**src/logic/sbp_pkg.sv**
```systemverilog
// Constants and carrier types for the serial bus PHY base register bank
package sbp_pkg;
   // Register indexes; byte address is four times the index
   localparam logic [4:0] SBP_IDX_GAP = 5'h01;
   localparam logic [4:0] SBP_IDX_CAPS = 5'h02;
   localparam logic [4:0] SBP_IDX_SPEED = 5'h03;
   localparam logic [4:0] SBP_IDX_SELF = 5'h04;
   localparam logic [4:0] SBP_IDX_EVT = 5'h05;
   localparam logic [4:0] SBP_IDX_ISTAT = 5'h10;
   localparam logic [4:0] SBP_IDX_IMASK = 5'h11;
   // Reset values and constant fields
   localparam logic [5:0] SBP_GAP_RST = 6'h3F;
   localparam logic [2:0] SBP_EXT_VAL = 3'h7;
   localparam logic [3:0] SBP_PORTS_VAL = 4'h1;
   localparam logic [2:0] SBP_SPEED_VAL = 3'h2;
   localparam logic [3:0] SBP_DELAY_VAL = 4'h0;
   localparam logic [2:0] SBP_JITTER_VAL = 3'h0;
   localparam logic SBP_LINK_ACTIVE_CTL_RST = 1'h1;
   localparam logic SBP_C_RST = 1'h0;
   localparam logic SBP_WDOG_RST = 1'h0;
   // Field positions inside the low byte
   localparam int SBP_LINK_ACTIVE_CTL_BIT = 7;
   localparam int SBP_C_BIT = 6;
   localparam int SBP_WDOG_BIT = 7;
   localparam int SBP_PEVT_BIT = 2;
   // Interrupt status and mask layout
   localparam int SBP_IRQ_W = 2;
   localparam int SBP_IRQ_PEVT = 0;
   localparam int SBP_IRQ_GAP = 1;
   // Edges after reset release before the strap synchroniser is settled
   localparam logic [2:0] SBP_STRAP_WAIT = 3'h5;
   // Avalon response codes
   localparam logic [1:0] SBP_RESP_OK = 2'h0;
   localparam logic [1:0] SBP_RESP_DECERR = 2'h3;

   typedef struct packed {
      logic link_active;
      logic contender;
      logic [2:0] pwr_class;
   } sbp_selfid_type;

   typedef struct packed {
      logic valid;
      logic [5:0] gap;
   } sbp_phy_cfg_type;
endpackage : sbp_pkg

```
**src/logic/sbp_regs.sv**
```systemverilog
// Base register bank of the serial bus PHY with Avalon-MM access
`timescale 1ns/10ps
// Notes on behaviour
// - A six-bit gap count is set by register write or config packet.
// - Hardware reset loads the gap count with 3Fh.
// - Two bus resets with no gap update between them restore 3Fh.
// - The extended field always reads 111b.
// - The port count field always reads one.
// - The speed field always reads 010b for S400.
// - The repeater delay field always reads zero.
// - Self-ID bit 9 is link-active control AND link power status.
// - Link-active control is one after hardware reset, kept on bus reset.
// - The link interface follows link power status alone.
// - A writable contender bit is copied to self-ID bit 20.
// - The repeater jitter field always reads zero.
// - A writable power class is copied to self-ID bits 21 to 23.
// - Power class loads from the straps on hardware reset only.
// - With watchdog set, a resume start sets the port event flag.
// - Watchdog enable is zero after hardware reset, kept on bus reset.
module sbp_regs #(
   parameter int NUM_PORTS = 1
) (
   // Clock and reset
   input wire logic sys_clk,
   input wire logic rst_n,
   // Avalon-MM slave
   input wire logic [6:0] avs_address,
   input wire logic avs_read,
   input wire logic avs_write,
   input wire logic [31:0] avs_writedata,
   output logic [31:0] avs_readdata,
   output logic [1:0] avs_response,
   output logic avs_waitrequest,
   output logic irq,
   // Link pins
   input wire logic link_power_status_in,
   input wire logic link_request_in,
   input wire logic [2:0] power_class_straps,
   // PHY core events
   input wire logic bus_reset_pulse,
   input wire sbp_pkg::sbp_phy_cfg_type phy_config,
   input wire logic [NUM_PORTS-1:0] resume_start,
   // Outputs to PHY core and link
   output logic [5:0] gap_count_out,
   output sbp_pkg::sbp_selfid_type selfid,
   output logic link_if_active,
   output logic link_request_valid
);
   logic wait_r;
   logic [31:0] rdata_r;
   logic [1:0] resp_r;
   logic irq_r;
   logic [5:0] gap_r, gap_nxt;
   logic armed_r, armed_nxt;
   logic link_active_ctl_r, contender_r, wdog_r;
   logic [2:0] pwr_r;
   logic [2:0] strap_cnt_r;
   logic strap_done_r;
   logic [sbp_pkg::SBP_IRQ_W-1:0] istat_r, istat_nxt, imask_r;
   logic link_request_in_valid_r;
   logic lps_s, link_request_in_s;
   logic [2:0] strap_s;

   // Bus decode
   wire [4:0] idx = avs_address[6:2];
   wire req = avs_read | avs_write;
   wire take = req & wait_r;
   wire wr_acc = avs_write & ~wait_r;
   wire sel_gap = idx == sbp_pkg::SBP_IDX_GAP;
   wire sel_caps = idx == sbp_pkg::SBP_IDX_CAPS;
   wire sel_speed = idx == sbp_pkg::SBP_IDX_SPEED;
   wire sel_self = idx == sbp_pkg::SBP_IDX_SELF;
   wire sel_evt = idx == sbp_pkg::SBP_IDX_EVT;
   wire sel_istat = idx == sbp_pkg::SBP_IDX_ISTAT;
   wire sel_imask = idx == sbp_pkg::SBP_IDX_IMASK;
   wire mapped = sel_gap | sel_caps | sel_speed | sel_self | sel_evt |
      sel_istat | sel_imask;
   wire [7:0] wb = avs_writedata[7:0];

   // Read data; unimplemented bits read zero
   wire [7:0] rd_gap = {2'h0, gap_r};
   wire [7:0] rd_caps = {sbp_pkg::SBP_EXT_VAL, 1'h0,
      sbp_pkg::SBP_PORTS_VAL};
   wire [7:0] rd_speed = {sbp_pkg::SBP_SPEED_VAL, 1'h0,
      sbp_pkg::SBP_DELAY_VAL};
   wire [7:0] rd_self = {link_active_ctl_r, contender_r,
      sbp_pkg::SBP_JITTER_VAL, pwr_r};
   wire [7:0] rd_evt = {wdog_r, 4'h0,
      istat_r[sbp_pkg::SBP_IRQ_PEVT], 2'h0};
   wire [7:0] rd_istat = {6'h0, istat_r};
   wire [7:0] rd_imask = {6'h0, imask_r};
   wire [7:0] rd_mux = sel_gap ? rd_gap :
      sel_caps ? rd_caps :
      sel_speed ? rd_speed :
      sel_self ? rd_self :
      sel_evt ? rd_evt :
      sel_istat ? rd_istat :
      sel_imask ? rd_imask : 8'h00;

   // One wait cycle per access, then a single ready cycle
   always_ff @(posedge sys_clk or negedge rst_n) begin
      if (!rst_n) begin
         wait_r <= 1'h1;
         rdata_r <= 32'h0000_0000;
         resp_r <= sbp_pkg::SBP_RESP_OK;
      end else begin
         wait_r <= ~take;
         if (take) begin
            rdata_r <= avs_read ? {24'h00_0000, rd_mux} : 32'h0000_0000;
            resp_r <= mapped ? sbp_pkg::SBP_RESP_OK :
               sbp_pkg::SBP_RESP_DECERR;
         end
      end
   end

   // Gap count: a write wins over a config packet in the same cycle
   wire gap_wr = wr_acc & sel_gap;
   wire gap_upd = gap_wr | phy_config.valid;
   wire gap_restore = bus_reset_pulse & armed_r & ~gap_upd;
   always_comb begin
      gap_nxt = gap_r;
      if (gap_wr) gap_nxt = wb[5:0];
      else if (phy_config.valid) gap_nxt = phy_config.gap;
      else if (gap_restore) gap_nxt = sbp_pkg::SBP_GAP_RST;
   end
   // Armed by one bus reset; an update disarms it
   assign armed_nxt = gap_upd ? 1'h0 :
      (bus_reset_pulse ? 1'h1 : armed_r);

   always_ff @(posedge sys_clk or negedge rst_n) begin
      if (!rst_n) begin
         gap_r <= sbp_pkg::SBP_GAP_RST;
         armed_r <= 1'h0;
      end else begin
         gap_r <= gap_nxt;
         armed_r <= armed_nxt;
      end
   end

   // Pin synchronisers
   sbp_sync3 #(
      .W(5)
   ) u_sync (
      .sys_clk(sys_clk),
      .rst_n(rst_n),
      .d({link_power_status_in, link_request_in, power_class_straps}),
      .q({lps_s, link_request_in_s, strap_s})
   );

   // Control fields; bus reset deliberately has no path here
   wire self_wr = wr_acc & sel_self;
   wire evt_wr = wr_acc & sel_evt;
   wire strap_load = ~strap_done_r & (strap_cnt_r == sbp_pkg::SBP_STRAP_WAIT);
   always_ff @(posedge sys_clk or negedge rst_n) begin
      if (!rst_n) begin
         link_active_ctl_r <= sbp_pkg::SBP_LINK_ACTIVE_CTL_RST;
         contender_r <= sbp_pkg::SBP_C_RST;
         wdog_r <= sbp_pkg::SBP_WDOG_RST;
         pwr_r <= 3'h0;
         strap_cnt_r <= 3'h0;
         strap_done_r <= 1'h0;
      end else begin
         if (self_wr) begin
            link_active_ctl_r <= wb[sbp_pkg::SBP_LINK_ACTIVE_CTL_BIT];
            contender_r <= wb[sbp_pkg::SBP_C_BIT];
         end
         if (evt_wr) wdog_r <= wb[sbp_pkg::SBP_WDOG_BIT];
         if (!strap_done_r) strap_cnt_r <= strap_cnt_r + 3'h1;
         // Straps are caught once the synchroniser has settled
         if (strap_load) begin
            pwr_r <= strap_s;
            strap_done_r <= 1'h1;
         end else if (self_wr) begin
            pwr_r <= wb[2:0];
         end
      end
   end

   // Interrupt status, set wins over write-one-to-clear
   logic [sbp_pkg::SBP_IRQ_W-1:0] iset, iclr;
   assign iset[sbp_pkg::SBP_IRQ_PEVT] = wdog_r & (|resume_start);
   assign iset[sbp_pkg::SBP_IRQ_GAP] = gap_restore;
   assign iclr[sbp_pkg::SBP_IRQ_PEVT] =
      (wr_acc & sel_istat & avs_writedata[sbp_pkg::SBP_IRQ_PEVT]) |
      (evt_wr & wb[sbp_pkg::SBP_PEVT_BIT]);
   assign iclr[sbp_pkg::SBP_IRQ_GAP] =
      wr_acc & sel_istat & avs_writedata[sbp_pkg::SBP_IRQ_GAP];
   assign istat_nxt = (istat_r & ~iclr) | iset;

   always_ff @(posedge sys_clk or negedge rst_n) begin
      if (!rst_n) begin
         istat_r <= '0;
         imask_r <= '0;
         irq_r <= 1'h0;
      end else begin
         istat_r <= istat_nxt;
         if (wr_acc & sel_imask) imask_r <=
            avs_writedata[sbp_pkg::SBP_IRQ_W-1:0];
         irq_r <= |(istat_r & imask_r);
      end
   end

   // Link requests are serviced whenever link power is up
   always_ff @(posedge sys_clk or negedge rst_n) begin
      if (!rst_n) link_request_in_valid_r <= 1'h0;
      else link_request_in_valid_r <= lps_s & link_request_in_s;
   end

   sbp_selfid_build u_selfid (
      .sys_clk(sys_clk),
      .rst_n(rst_n),
      .link_active_ctl(link_active_ctl_r),
      .lps_active(lps_s),
      .contender(contender_r),
      .pwr_class(pwr_r),
      .selfid(selfid)
   );

   assign avs_waitrequest = wait_r;
   assign avs_readdata = rdata_r;
   assign avs_response = resp_r;
   assign irq = irq_r;
   assign gap_count_out = gap_r;
   // Interface state ignores link-active control entirely
   assign link_if_active = lps_s;
   assign link_request_valid = link_request_in_valid_r;

   wire rd_done = avs_read & ~wait_r;
endmodule : sbp_regs

```
**src/logic/sbp_selfid_build.sv**
```systemverilog
// Registered self-ID field builder
`timescale 1ns/10ps
module sbp_selfid_build (
   // Clock and reset
   input wire logic sys_clk,
   input wire logic rst_n,
   // Register fields and link power state
   input wire logic link_active_ctl,
   input wire logic lps_active,
   input wire logic contender,
   input wire logic [2:0] pwr_class,
   // Self-ID fields
   output sbp_pkg::sbp_selfid_type selfid
);
   always_ff @(posedge sys_clk or negedge rst_n) begin
      if (!rst_n) begin
         selfid <= '0;
      end else begin
         selfid.link_active <= link_active_ctl & lps_active;
         selfid.contender <= contender;
         selfid.pwr_class <= pwr_class;
      end
   end
endmodule : sbp_selfid_build

```
**src/logic/sbp_sync3.sv**
```systemverilog
// Three-stage synchroniser with agreement filter, one lane per bit
`timescale 1ns/10ps
module sbp_sync3 #(
   parameter int W = 1
) (
   // Clock and reset
   input wire logic sys_clk,
   input wire logic rst_n,
   // Lanes
   input wire logic [W-1:0] d,
   output logic [W-1:0] q
);
   genvar i;
   generate
      for (i = 0; i < W; i++) begin : g_lane
         logic s1_r, s2_r, s3_r;
         // First stage feeds only the second stage
         always_ff @(posedge sys_clk or negedge rst_n) begin
            if (!rst_n) begin
               s1_r <= 1'h0;
               s2_r <= 1'h0;
               s3_r <= 1'h0;
               q[i] <= 1'h0;
            end else begin
               s1_r <= d[i];
               s2_r <= s1_r;
               s3_r <= s2_r;
               if (s2_r == s3_r) q[i] <= s3_r;
            end
         end
      end
   endgenerate
endmodule : sbp_sync3

```
**config.mk**
```make
export PLATFORM = sky130hd
export DESIGN_NAME = sbp_regs
export DESIGN_NICKNAME = d
export VERILOG_FILES = /design/src/logic/sbp_pkg.sv /design/src/logic/sbp_regs.sv /design/src/logic/sbp_selfid_build.sv /design/src/logic/sbp_sync3.sv
export SDC_FILE = /design/constraint.sdc
export NUM_CORES = 1
export LEC_CHECK = 0
export BUFFER_PORTS_ARGS = -buffer_cell sky130_fd_sc_hd__buf_4
export CELL_PAD_IN_SITES_DETAIL_PLACEMENT = 0
export CELL_PAD_IN_SITES_GLOBAL_PLACEMENT = 1
export CORE_MARGIN = 5
export CORE_UTILIZATION = 33
export DETAILED_ROUTE_END_ITERATION = 10
export PLACE_DENSITY_LB_ADDON = 0.1
export SETUP_SLACK_MARGIN = 0.3
export SKIP_CTS_REPAIR_TIMING = 1
export SYNTH_ARGS = -nofsm -noshare
export SYNTH_HDL_FRONTEND = slang
export SYNTH_SLANG_ARGS = --single-unit
```
**constraint.sdc**
```tcl
create_clock -name sys_clk -period 1.25 [get_ports sys_clk]
set_input_delay 0.1875 -clock sys_clk [delete_from_list [all_inputs] [get_ports sys_clk]]
set_output_delay 0.1875 -clock sys_clk [all_outputs]
set_load 0.03 [all_outputs]
```
==> out/summary.txt, run 1 <==
========================================================================================================
Setup slack after layout                                                                       -0.131 ns
Data required time at the worst endpoint                                                         1.06 ns
DP HPWL                                                                                          4660 µm
Class of the most critical hold timing path                                                    in -> reg
All-Layer GR Usage                                                                                 12.8%
Floorplan die area                                                                              9810 µm²
Clock tree from TritonCTS                                                                           done
Maximum VDD drop                                                                                0.419 mV
Maximum operating frequency                                                                      724 MHz
Global-route wire length before repair                                                           9730 µm
CP arrival                                                                                       1.19 ns
Floorplan die height                                                                             99.0 µm
Number of global-route vias before repair                                                           1859
Kind of start point of the critical path                                                            flop
Number of buffers created by CTS                                                                       9
Crit path cell chain                                                                               buf_6
Post-CTS clock slew at the launch and capture registers of the worst setup and hold paths        0.07 ns
Final antenna-violating net count                                                                      0
Total overflow reported by the global router                                                           0
Worst Setup Path Type                                                                         reg -> out
Fraction of registers with async set or reset after synthesis                                       100%
Result of the run                                                                           finished with violations
Number of standard-cell rows in the floorplan                                                         32
Share of final-layout standard cells stronger than drive strength 1                                44.9%
Cell count after synthesis                                                                           219
Deepest level of the CTS H-tree                                                                        3
Via count of the routed design                                                                      1934
Maximum buffer depth of the clock tree                                                                 2
Worst Clk Skew                                                                                 0.0102 ns
Final worst path period share                                                                       110%
Inserted Diodes                                                                                        0
Power density normalized to cell area                                                        1340 nW/µm²
Number of primary I/O pins                                                                           106
Average size of a mapped cell                                                                   11.9 µm²
Clock insertion delay at the later pin of the skew report                                        0.34 ns
Synth area leader                                                                                dfrtp_1
Share of the synthesized area in the top cell type                                                 47.8%
Global placement routability congestion                                                            0.743
Register cell area after layout                                                                 1460 µm²
Library cell used as clock root buffer                                                          clkbuf_8
CP Buf/Inv Count                                                                                       1
Total Wirelength                                                                                 6270 µm
Crit-path max FO                                                                                       8
Area of the mapped netlist                                                                      2620 µm²
Placed instance area                                                                            3240 µm²
Router iterations before antenna repair                                                                4
Final hold violations                                                                                  0
Dominant delay contributor by cell family on the critical path                                flip-flops
Sequential fraction of the synthesis area                                                          55.9%
DRC errors left                                                                                        0
Yosys warns                                                                                            0
Largest stage delay on the critical path                                                         0.68 ns
Port Buffer Count                                                                                     55
Synth Flop Type                                                                                  dfrtp_1
Post-Place Cells                                                                                     390
RSZ-0062 raised after global routing                                                                true
DRT iter0 DRCs                                                                                        67
Most instantiated cells after synthesis                                                     dfrtp_1 (50), buf_4 (26), inv_1 (13), dfstp_2 (8), nand2_1 (8)
CP Capture Type                                                                              output port
Avg WL per Cell                                                                                  14.7 µm
Clock tree sinks                                                                                      58
Via-to-Cell Ratio                                                                                   4.53
Top post-synthesis cells by area                                                            dfrtp_1 (48%), dfstp_2 (8.0%), buf_4 (7.5%)
Initial antenna violation count                                                                        0
Post-synth EDFFs                                                                                       0
Die width                                                                                        99.0 µm
Leakage power total                                                                           0.00184 µW
Number of distinct library cell variants in the gate-level netlist after synthesis                    55
Total setup violations reported at the end of the flow                                                18
Multi-input gate area in the final layout                                                       1070 µm²
Final number of max-transition violations                                                              0
Total core area                                                                                 7730 µm²
Maximum number of pins on one net before global-route repair                                          25
Cell with the most instances after synthesis                                                     dfrtp_1
Fill cell count                                                                                      715
Initial Util                                                                                       33.9%
TNS Setup                                                                                       -1.17 ns
Final Non-Filler Cells                                                                               427
Synthesis-to-finish area growth                                                                    45.9%
Post-route design area                                                                          3820 µm²
Critical path's slowest cell                                                                     dfstp_2
Post-synthesis sequential element count                                                               58
Total Nets Final                                                                                     379
Violated checks                                                                             negative setup slack
Clock period minus worst slack                                                                   1.38 ns
Number of max-capacitance violations reported                                                          0
========================================================================================================
## power breakdown
part | internal (µW) | switching, µW
combinational | 471 | 543
clock | 1170 | 757
sequential | 2060 | 126
## final timing paths
path / cells after the start / to / slack (ns) / startpoint
setup / recovery: 1 / avs_waitrequest / -0.13 / avs_waitrequest
hold reg to reg: 0 / u_sync.g_lane[1].s2_r / 0.35 / u_sync.g_lane[1].s1_r
hold / removal: 3 / gap_count_out[4] / 0.07 / avs_writedata[4]
min in group asynchronous: 2 / istat_r[0] / 0.29 / rst_n
setup reg to reg: 3 / pwr_r[2] / -0.12 / avs_waitrequest
max in group asynchronous: 3 / link_active_ctl_r / 0.45 / rst_n
## cells in the final DEF, fill, tap and decap left out, types with 3 or more instances in the layout
master	count
a22o_1	3
nand2_1	7
maj3_1	4
mux2_4	5
conb_1	24
a31oi_1	4
o21ai_2	5
buf_6	27
inv_1	13
o22ai_1	6
o21ai_0	4
mux2i_1	6
clkbuf_8	10
o221ai_1	3
and2_1	3
a21oi_1	3
nand3_1	6
dlygate4sd3_1	6
nor2b_1	3
dfstp_2	8
dfrtp_1	49
and3b_1	3
nor2_1	5
buf_4	64
## per-layer routing
| metal | global-route usage, % | vias up | wire length [µm] |
|---|---|---|---|
| li1 | - | 937 | - |
| met3 | 3.47 | 6 | 318 |
| met2 | 18.8 | 53 | 3010 |
| met4 | 5.36 | 0 | 99 |
| met5 | 0 | - | 0 |
| met1 | 17.8 | 938 | 2840 |
## per-stage QoR
step	setup WS, ns	total power (µW)	util [%]	hold WS (ns)
finish	-0.131	5130	49.4	0.0664
global route	-0.173	5360	49.4	0.0676
CTS	-0.171	5040	44.8	-0.259
detailed placement	-0.0777	3080	42.0	0.111
global placement	-0.0639	3080	42.0	0.116
floorplan	-0.0740	2750	-	-0.108
## cells by family after synthesis
logic type	share of synthesized area [%]
adders and majority gates	2.87
DFF	55.9
and+or+nand+nor	13.1
xor gates and xnor gates	0.670
AOI/OAI and AO/OA	11.2
muxes	5.45
buffers and inverters	10.7
other	0.143
## flip-flops by register name, indices dropped and copies added (netlist names), 2 cells and up
name,cells
avs_readdata,8
gap_count_out,6
u_selfid.selfid,5
u_sync.g_lane.s1_r,5
u_sync.g_lane.s2_r,5
u_sync.g_lane.s3_r,5
u_sync.q,5
pwr_r,3
strap_cnt_r,3
imask_r,2
istat_r,2
## final cells by class
cell class | instances | share of cell area (%)
clock inverters | 5 | 2.03
repair buffers | 99 | 23.2
well taps | 102 | 3.34
clock buffers | 11 | 3.70
inverters | 13 | 1.28
multi-input cells | 139 | 28.2
flip-flops and latches | 58 | 38.3
(Power assumes the default switching activity.)
==> run 2: changes to the inputs <==
Settings changed: REMOVE_ABC_BUFFERS set to 1, SYNTH_HIERARCHICAL set to 1.
==> run 2 against run 1 <==
The run still ends with negative setup slack left; clock skew fell by 0.0044 ns; sequential cell count did not move; setup slack improved by 0.053 ns; critical path type is now reg -> reg.
==> out/summary.txt, run 2 <==
========================================================================================================
Share of final-layout standard cells stronger than drive strength 1                                46.0%   +1.1 points
Synth area leader                                                                                dfrtp_1
Number of max-capacitance violations reported                                                          0   unchanged
Area of the mapped netlist                                                                      2530 µm²   -3.3%
Final number of max-transition violations                                                              0   unchanged
Worst hold slack after final layout                                                            0.0868 ns   +0.0204 ns
CP Capture Type                                                                                     flop
Depth of the worst register-to-register path                                                           4   +1
Fraction of registers with async set or reset after synthesis                                       100%   unchanged
Clock tree from TritonCTS                                                                           done
Crit-path max FO                                                                                       6   -2
Setup slack after layout                                                                      -0.0777 ns   +0.0530 ns
Post-CTS clock slew at the launch and capture registers of the worst setup and hold paths        0.06 ns   about the same
Maximum VDD drop                                                                                0.589 mV   +41%
Final hold violations                                                                                  0   unchanged
Worst Setup Path Type                                                                         reg -> reg
DRC errors left                                                                                        0   unchanged
Initial Util                                                                                       33.3%   -0.58 points
Data required time at the worst endpoint                                                         1.46 ns   +0.40 ns
Worst slew margin relative to its limit                                                            65.8%
Synth Flop Type                                                                                  dfrtp_1
All-Layer GR Usage                                                                                 12.2%   -0.63 points
Via-to-Cell Ratio                                                                                   4.35   -3.9%
Worst hold path stage count                                                                            2   -1
Maximum operating frequency                                                                      753 MHz   +4.0%
Placement Setup Slack                                                                          -0.140 ns   -0.0626 ns
Slew of the pin with the lowest slew margin                                                     0.508 ns
Violated checks                                                                             negative setup slack
Number of buffers created by CTS                                                                       9   unchanged
Fill cell count                                                                                      746   +4.3%
Share of the synthesized area in the top cell type                                                 49.4%   +1.6 points
Class of the most critical hold timing path                                                    in -> reg
Initial antenna violation count                                                                        0   unchanged
Maximum buffer depth of the clock tree                                                                 2   unchanged
Clock period minus worst slack                                                                   1.33 ns   -0.0530 ns
Number of primary I/O pins                                                                           106   unchanged
Number of standard-cell rows in the floorplan                                                         32   unchanged
Worst Clk Skew                                                                                0.00583 ns   -0.00441 ns
Inserted Diodes                                                                                        0   unchanged
Cell count after synthesis                                                                           211   -3.7%
Library cell used as clock root buffer                                                          clkbuf_8
Leakage power total                                                                           0.00175 µW   -5.0%
Post-Place Cells                                                                                     391   +0.26%
Average size of a mapped cell                                                                   12.0 µm²   +0.42%
Total overflow reported by the global router                                                           0   unchanged
Largest register FFs                                                                                   8   unchanged
Final Non-Filler Cells                                                                               426   -0.23%
Sequential fraction of the synthesis area                                                          57.7%   +1.9 points
Port Buffer Count                                                                                     55   unchanged
Top post-synthesis cells by area                                                            dfrtp_1 (49%), dfstp_2 (8.3%), buf_4 (7.7%)
Router iterations before antenna repair                                                                4   unchanged
Clock tree sinks                                                                                      58   unchanged
Dominant combinational cell family by area after synthesis                                  simple AND/OR/NAND/NOR gates
Post-route core utilization                                                                        49.4%   about the same
Post-synthesis share of cell area spent on full adders, half adders and majority gates             3.21%   +0.34 points
Most common cell after layout, fill and taps aside                                                 buf_4
Result of the run                                                                           finished with violations
Global placement routability congestion                                                            0.810   +9.0%
Commonest non-fill, non-tap cells in the layout                                             buf_4 (68), dfrtp_1 (50), buf_6 (29), conb_1 (24), nand2_1 (18)
Total Wirelength                                                                                 5790 µm   -7.6%
Global-route wire length before repair                                                           9160 µm   -5.9%
DRT iter0 DRCs                                                                                        77   +15%
Final worst path period share                                                                       106%   -4.2 points
DP HPWL                                                                                          4370 µm   -6.3%
Floorplan die height                                                                             97.6 µm   -1.5%
Synthesized-area fraction occupied by ao, oa, aoi and oai cells                                    12.0%   +0.72 points
Yosys warns                                                                                            6   +6
Deepest level of the CTS H-tree                                                                        3   unchanged
Total core area                                                                                 7610 µm²   -1.6%
Power density normalized to cell area                                                        1380 nW/µm²   +2.9%
Number of global-route vias before repair                                                           1813   -2.5%
Avg WL per Cell                                                                                  13.6 µm   -7.4%
Post-synth EDFFs                                                                                       0   unchanged
Die width                                                                                        97.6 µm   -1.5%
Simple-gate portion of the synthesized area                                                        12.1%   -0.99 points
Post-synthesis sequential element count                                                               58   unchanged
Post-layout power                                                                                5200 µW   +1.4%
Number of distinct library cell variants in the gate-level netlist after synthesis                    46   -16%
Total setup violations reported at the end of the flow                                                 9   -9
Maximum number of pins on one net before global-route repair                                          23   -8.0%
Mux cell area share after synthesis                                                                4.70%   -0.76 points
Floorplan die area                                                                              9520 µm²   -2.9%
Kind of start point of the critical path                                                            flop
Clock insertion delay at the later pin of the skew report                                        0.33 ns   about the same
Total Nets Final                                                                                     378   -0.26%
Via count of the routed design                                                                      1855   -4.1%
Most instantiated cells after synthesis                                                     dfrtp_1 (50), buf_4 (26), nand2_1 (18), dfstp_2 (8), nor2_1 (8)
Xor and xnor area share after synthesis                                                           0.692%   +0.023 points
CP arrival                                                                                       1.54 ns   +0.35 ns
Final antenna-violating net count                                                                      0   unchanged
RSZ-0062 raised after global routing                                                                true
Cell with the most instances after synthesis                                                     dfrtp_1
Synthesis-to-finish area growth                                                                    48.6%
========================================================================================================
[run 2: worst paths after layout]
path	slack, ns	to	start
max	-0.08	imask_r[1]	avs_waitrequest
min	0.09	armed_r	bus_reset_pulse
max reg2reg	-0.08	imask_r[1]	avs_waitrequest
min reg2reg	0.34	u_sync/g_lane[2].s2_r	u_sync/g_lane[2].s1_r
max in group asynchronous	0.50	avs_waitrequest	rst_n
min in group asynchronous	0.28	u_selfid/selfid[2]	rst_n
[run 2: final cells by class]
cell class | count | area [µm²] | share of cell area, %
Clock buffer | 11 | 131 | 3.49
Clock inverter | 5 | 103 | 2.73
Inverter | 4 | 15.0 | 0.399
Multi-Input combinational cell | 141 | 986 | 26.2
Sequential cell | 58 | 1460 | 38.9
Tap cell | 102 | 128 | 3.39
Timing Repair Buffer | 105 | 937 | 24.9
[run 2: per-layer routing]
layer | GRT usage [%] | routed length [µm] | vias to the layer above
met5 | 0 | 0 | -
met4 | 4.47 | 64 | 0
met3 | 4.38 | 342 | 7
met2 | 18.0 | 2570 | 51
met1 | 16.4 | 2810 | 888
li1 | - | - | 909
[run 2: report_power, final]
group	leakage (µW)	internal [µW]	total, µW	switching [µW]
combinational	0.000950	467	1000	534
clock	0.000114	1320	2030	704
sequential	0.000687	2060	2170	114
[run 2: stage by stage]
stage	TNS, ns	cell area (µm²)
final	-0.312	3760
after global routing	-1.38	3760
after CTS	-1.26	3430
after detailed placement	-1.41	3190
after global placement	-1.75	3190
after floorplan	-4.13	2390
[run 2: worst max-delay path, stage by stage, from the launching register on]
cell and delay (ns):
dfstp_2 0.54, nor2b_1 0.05, buf_4 0.16, and3_4 0.17, mux2_4 0.29
[run 2: logic make-up after synthesis]
kind of cell | after synthesis
flip-flops | 58
AND/OR/NAND/NOR | 54
AO/OA/AOI/OAI | 43
buffers and inverters | 35
multiplexers | 11
adder cells (fa/ha/maj) | 7
XOR/XNOR | 2
other | 1
==> run 3: changes to the inputs <==
Settings changed: CAP_MARGIN set to 5, SKIP_LAST_GASP set to 1.
==> run 3 against run 2 <==
The flow still finishes with violations (negative setup slack); total power about the same; wire length is 0.33% lower; setup slack hardly changed; first-iteration DRC count decreased by 6.5%; largest cell class unchanged; register-to-register slack about the same; sequential share of layout area about the same; die area unchanged; combinational power about the same; maximum frequency about the same; sequential power about the same; sequential cell count unchanged; cell count stayed put.
==> out/summary.txt, run 3 (synthesized netlist as in run 2, its figures left out) <==
========================================================================================================
CP arrival                                                                                       1.54 ns   about the same
Number of global-route vias before repair                                                           1813   unchanged
Critical Path Start                                                                         avs_waitrequest
Global-route wire length before repair                                                           9160 µm   unchanged
Final Non-Filler Cells                                                                               426   unchanged
Total core area                                                                                 7610 µm²   unchanged
Most common cell after layout, fill and taps aside                                                 buf_4
Total Nets Final                                                                                     378   unchanged
Largest stage delay on the critical path                                                         0.54 ns   about the same
Final hold violations                                                                                  0   unchanged
Clock tree sinks                                                                                      58   unchanged
Violated checks                                                                             negative setup slack
Synthesis-to-finish area growth                                                                    48.4%   about the same
Clock tree from TritonCTS                                                                           done
Clock insertion delay at the later pin of the skew report                                        0.33 ns   about the same
Reg-to-reg setup timing slack                                                                   -0.08 ns   about the same
Worst slew margin relative to its limit                                                            65.8%   unchanged
Avg WL per Cell                                                                                  13.6 µm   -0.33%
Port Buffer Count                                                                                     55   unchanged
Class of the most critical hold timing path                                                    in -> reg
Total setup violations reported at the end of the flow                                                10   +1
Router iterations before antenna repair                                                                4   unchanged
Clock period minus worst slack                                                                   1.33 ns   +0.000304 ns
Post-CTS clock slew at the launch and capture registers of the worst setup and hold paths        0.06 ns   about the same
Placement Setup Slack                                                                          -0.140 ns   unchanged
Depth of the critical timing path with buffers and inverters included                                  4   unchanged
Power density normalized to cell area                                                        1380 nW/µm²   about the same
Origin of the critical flop-to-flop path                                                    avs_waitrequest
Number of primary I/O pins                                                                           106   unchanged
Global placement routability congestion                                                            0.810   unchanged
Initial Util                                                                                       33.3%   unchanged
Worst Clk Skew                                                                                0.00572 ns   -0.000110 ns
Number of max-capacitance violations reported                                                          0   unchanged
Library cell used as clock root buffer                                                          clkbuf_8
Via count of the routed design                                                                      1865   +0.54%
Termination of the worst setup path                                                           imask_r[1]
Floorplan die area                                                                              9520 µm²   unchanged
Floorplan die height                                                                             97.6 µm   unchanged
Leakage power total                                                                           0.00175 µW   about the same
Share of final-layout standard cells stronger than drive strength 1                                46.0%   unchanged
Die width                                                                                        97.6 µm   unchanged
Via-to-Cell Ratio                                                                                   4.38   +0.54%
Initial antenna violation count                                                                        0   unchanged
RSZ-0062 raised after global routing                                                                true
DP HPWL                                                                                          4370 µm   unchanged
Crit-path max FO                                                                                       6   unchanged
Deepest level of the CTS H-tree                                                                        3   unchanged
Worst Setup Path Type                                                                         reg -> reg
Total Wirelength                                                                                 5780 µm   -0.33%
Critical path's slowest cell                                                                     dfstp_2
Depth of the worst register-to-register path                                                           4   unchanged
Slew of the pin with the lowest slew margin                                                     0.508 ns   unchanged
Result of the run                                                                           finished with violations
Register cell area after layout                                                                 1460 µm²   unchanged
CP Buf/Inv Count                                                                                       1   unchanged
CP Capture Type                                                                                     flop
DRC errors left                                                                                        0   unchanged
Number of buffers created by CTS                                                                       9   unchanged
Commonest non-fill, non-tap cells in the layout                                             buf_4 (69), dfrtp_1 (50), buf_6 (28), conb_1 (24), nand2_1 (18)
Largest register FFs                                                                                   8   unchanged
Crit path cell chain                                                                        nor2b_1, buf_4, and3_4, mux2_4
Number of standard-cell rows in the floorplan                                                         32   unchanged
Final worst path period share                                                                       106%   about the same
DRT iter0 DRCs                                                                                        72   -6.5%
Fill cell count                                                                                      746   unchanged
Multi-input gate area in the final layout                                                        986 µm²   unchanged
All-Layer GR Usage                                                                                 12.2%   unchanged
Reg-to-Reg End                                                                                imask_r[1]
Dominant delay contributor by cell family on the critical path                                flip-flops
Setup slack after layout                                                                      -0.0780 ns   -0.000304 ns
Maximum VDD drop                                                                                0.590 mV   +0.16%
Post-Place Cells                                                                                     391   unchanged
Final number of max-transition violations                                                              0   unchanged
Inserted Diodes                                                                                        0   unchanged
Final antenna-violating net count                                                                      0   unchanged
Maximum operating frequency                                                                      753 MHz   about the same
Maximum buffer depth of the clock tree                                                                 2   unchanged
Kind of start point of the critical path                                                            flop
Maximum number of pins on one net before global-route repair                                          23   unchanged
Total overflow reported by the global router                                                           0   unchanged
Worst hold slack after final layout                                                            0.0849 ns   -0.00185 ns
Data required time at the worst endpoint                                                         1.46 ns   about the same
========================================================================================================
==> run 3: cell counts in the layout (fill, tap and decap cells not counted) <==
No cell type changed its count.
==> run 3: per-stage QoR <==
step                utilization, %  power, µW  setup TNS, ns  instance area (µm²)
finish                        49.4       5200         -0.314                 3760
global route                  49.4       5440          -1.38                 3760
CTS                           45.0       5120          -1.26                 3430
detailed placement            42.0       3060          -1.41                 3190
global placement              42.0       3050          -1.75                 3190
floorplan                        -       2610          -4.13                 2390
==> run 3: routing by layer <==
layer,vias up,wire length [µm],track usage [%]
met5,-,0,0
met4,0,61,4.47
met3,8,349,4.38
met2,52,2560,18.0
met1,895,2800,16.4
li1,910,-,-
==> run 3: worst min-delay path by stage <==
stage          cells after the start  slack, ns                 end        startpoint
2_1_floorplan                      0      -0.11             armed_r             rst_n
3_3_place_gp                       1       0.09  u_selfid/selfid[2]             rst_n
3_5_place_dp                       1       0.09  u_selfid/selfid[2]             rst_n
4_1_cts                            1      -0.28            pwr_r[0]             rst_n
5_1_grt                            2       0.07         contender_r  avs_writedata[6]
6_report                           2       0.08             armed_r   bus_reset_pulse
==> run 3: power by group <==
group          switching [µW]  total, µW  internal [µW]
sequential                113       2170           2060
clock                     705       2030           1320
combinational             534        999            465
==> run 3: cell type report <==
cell class | instances | area share [%]
Clock buffer | 11 | 3.50
Clock inverter | 5 | 2.73
Inverter | 4 | 0.400
Multi-Input combinational cell | 141 | 26.2
Sequential cell | 58 | 38.9
Tap cell | 102 | 3.40
Timing Repair Buffer | 105 | 24.8
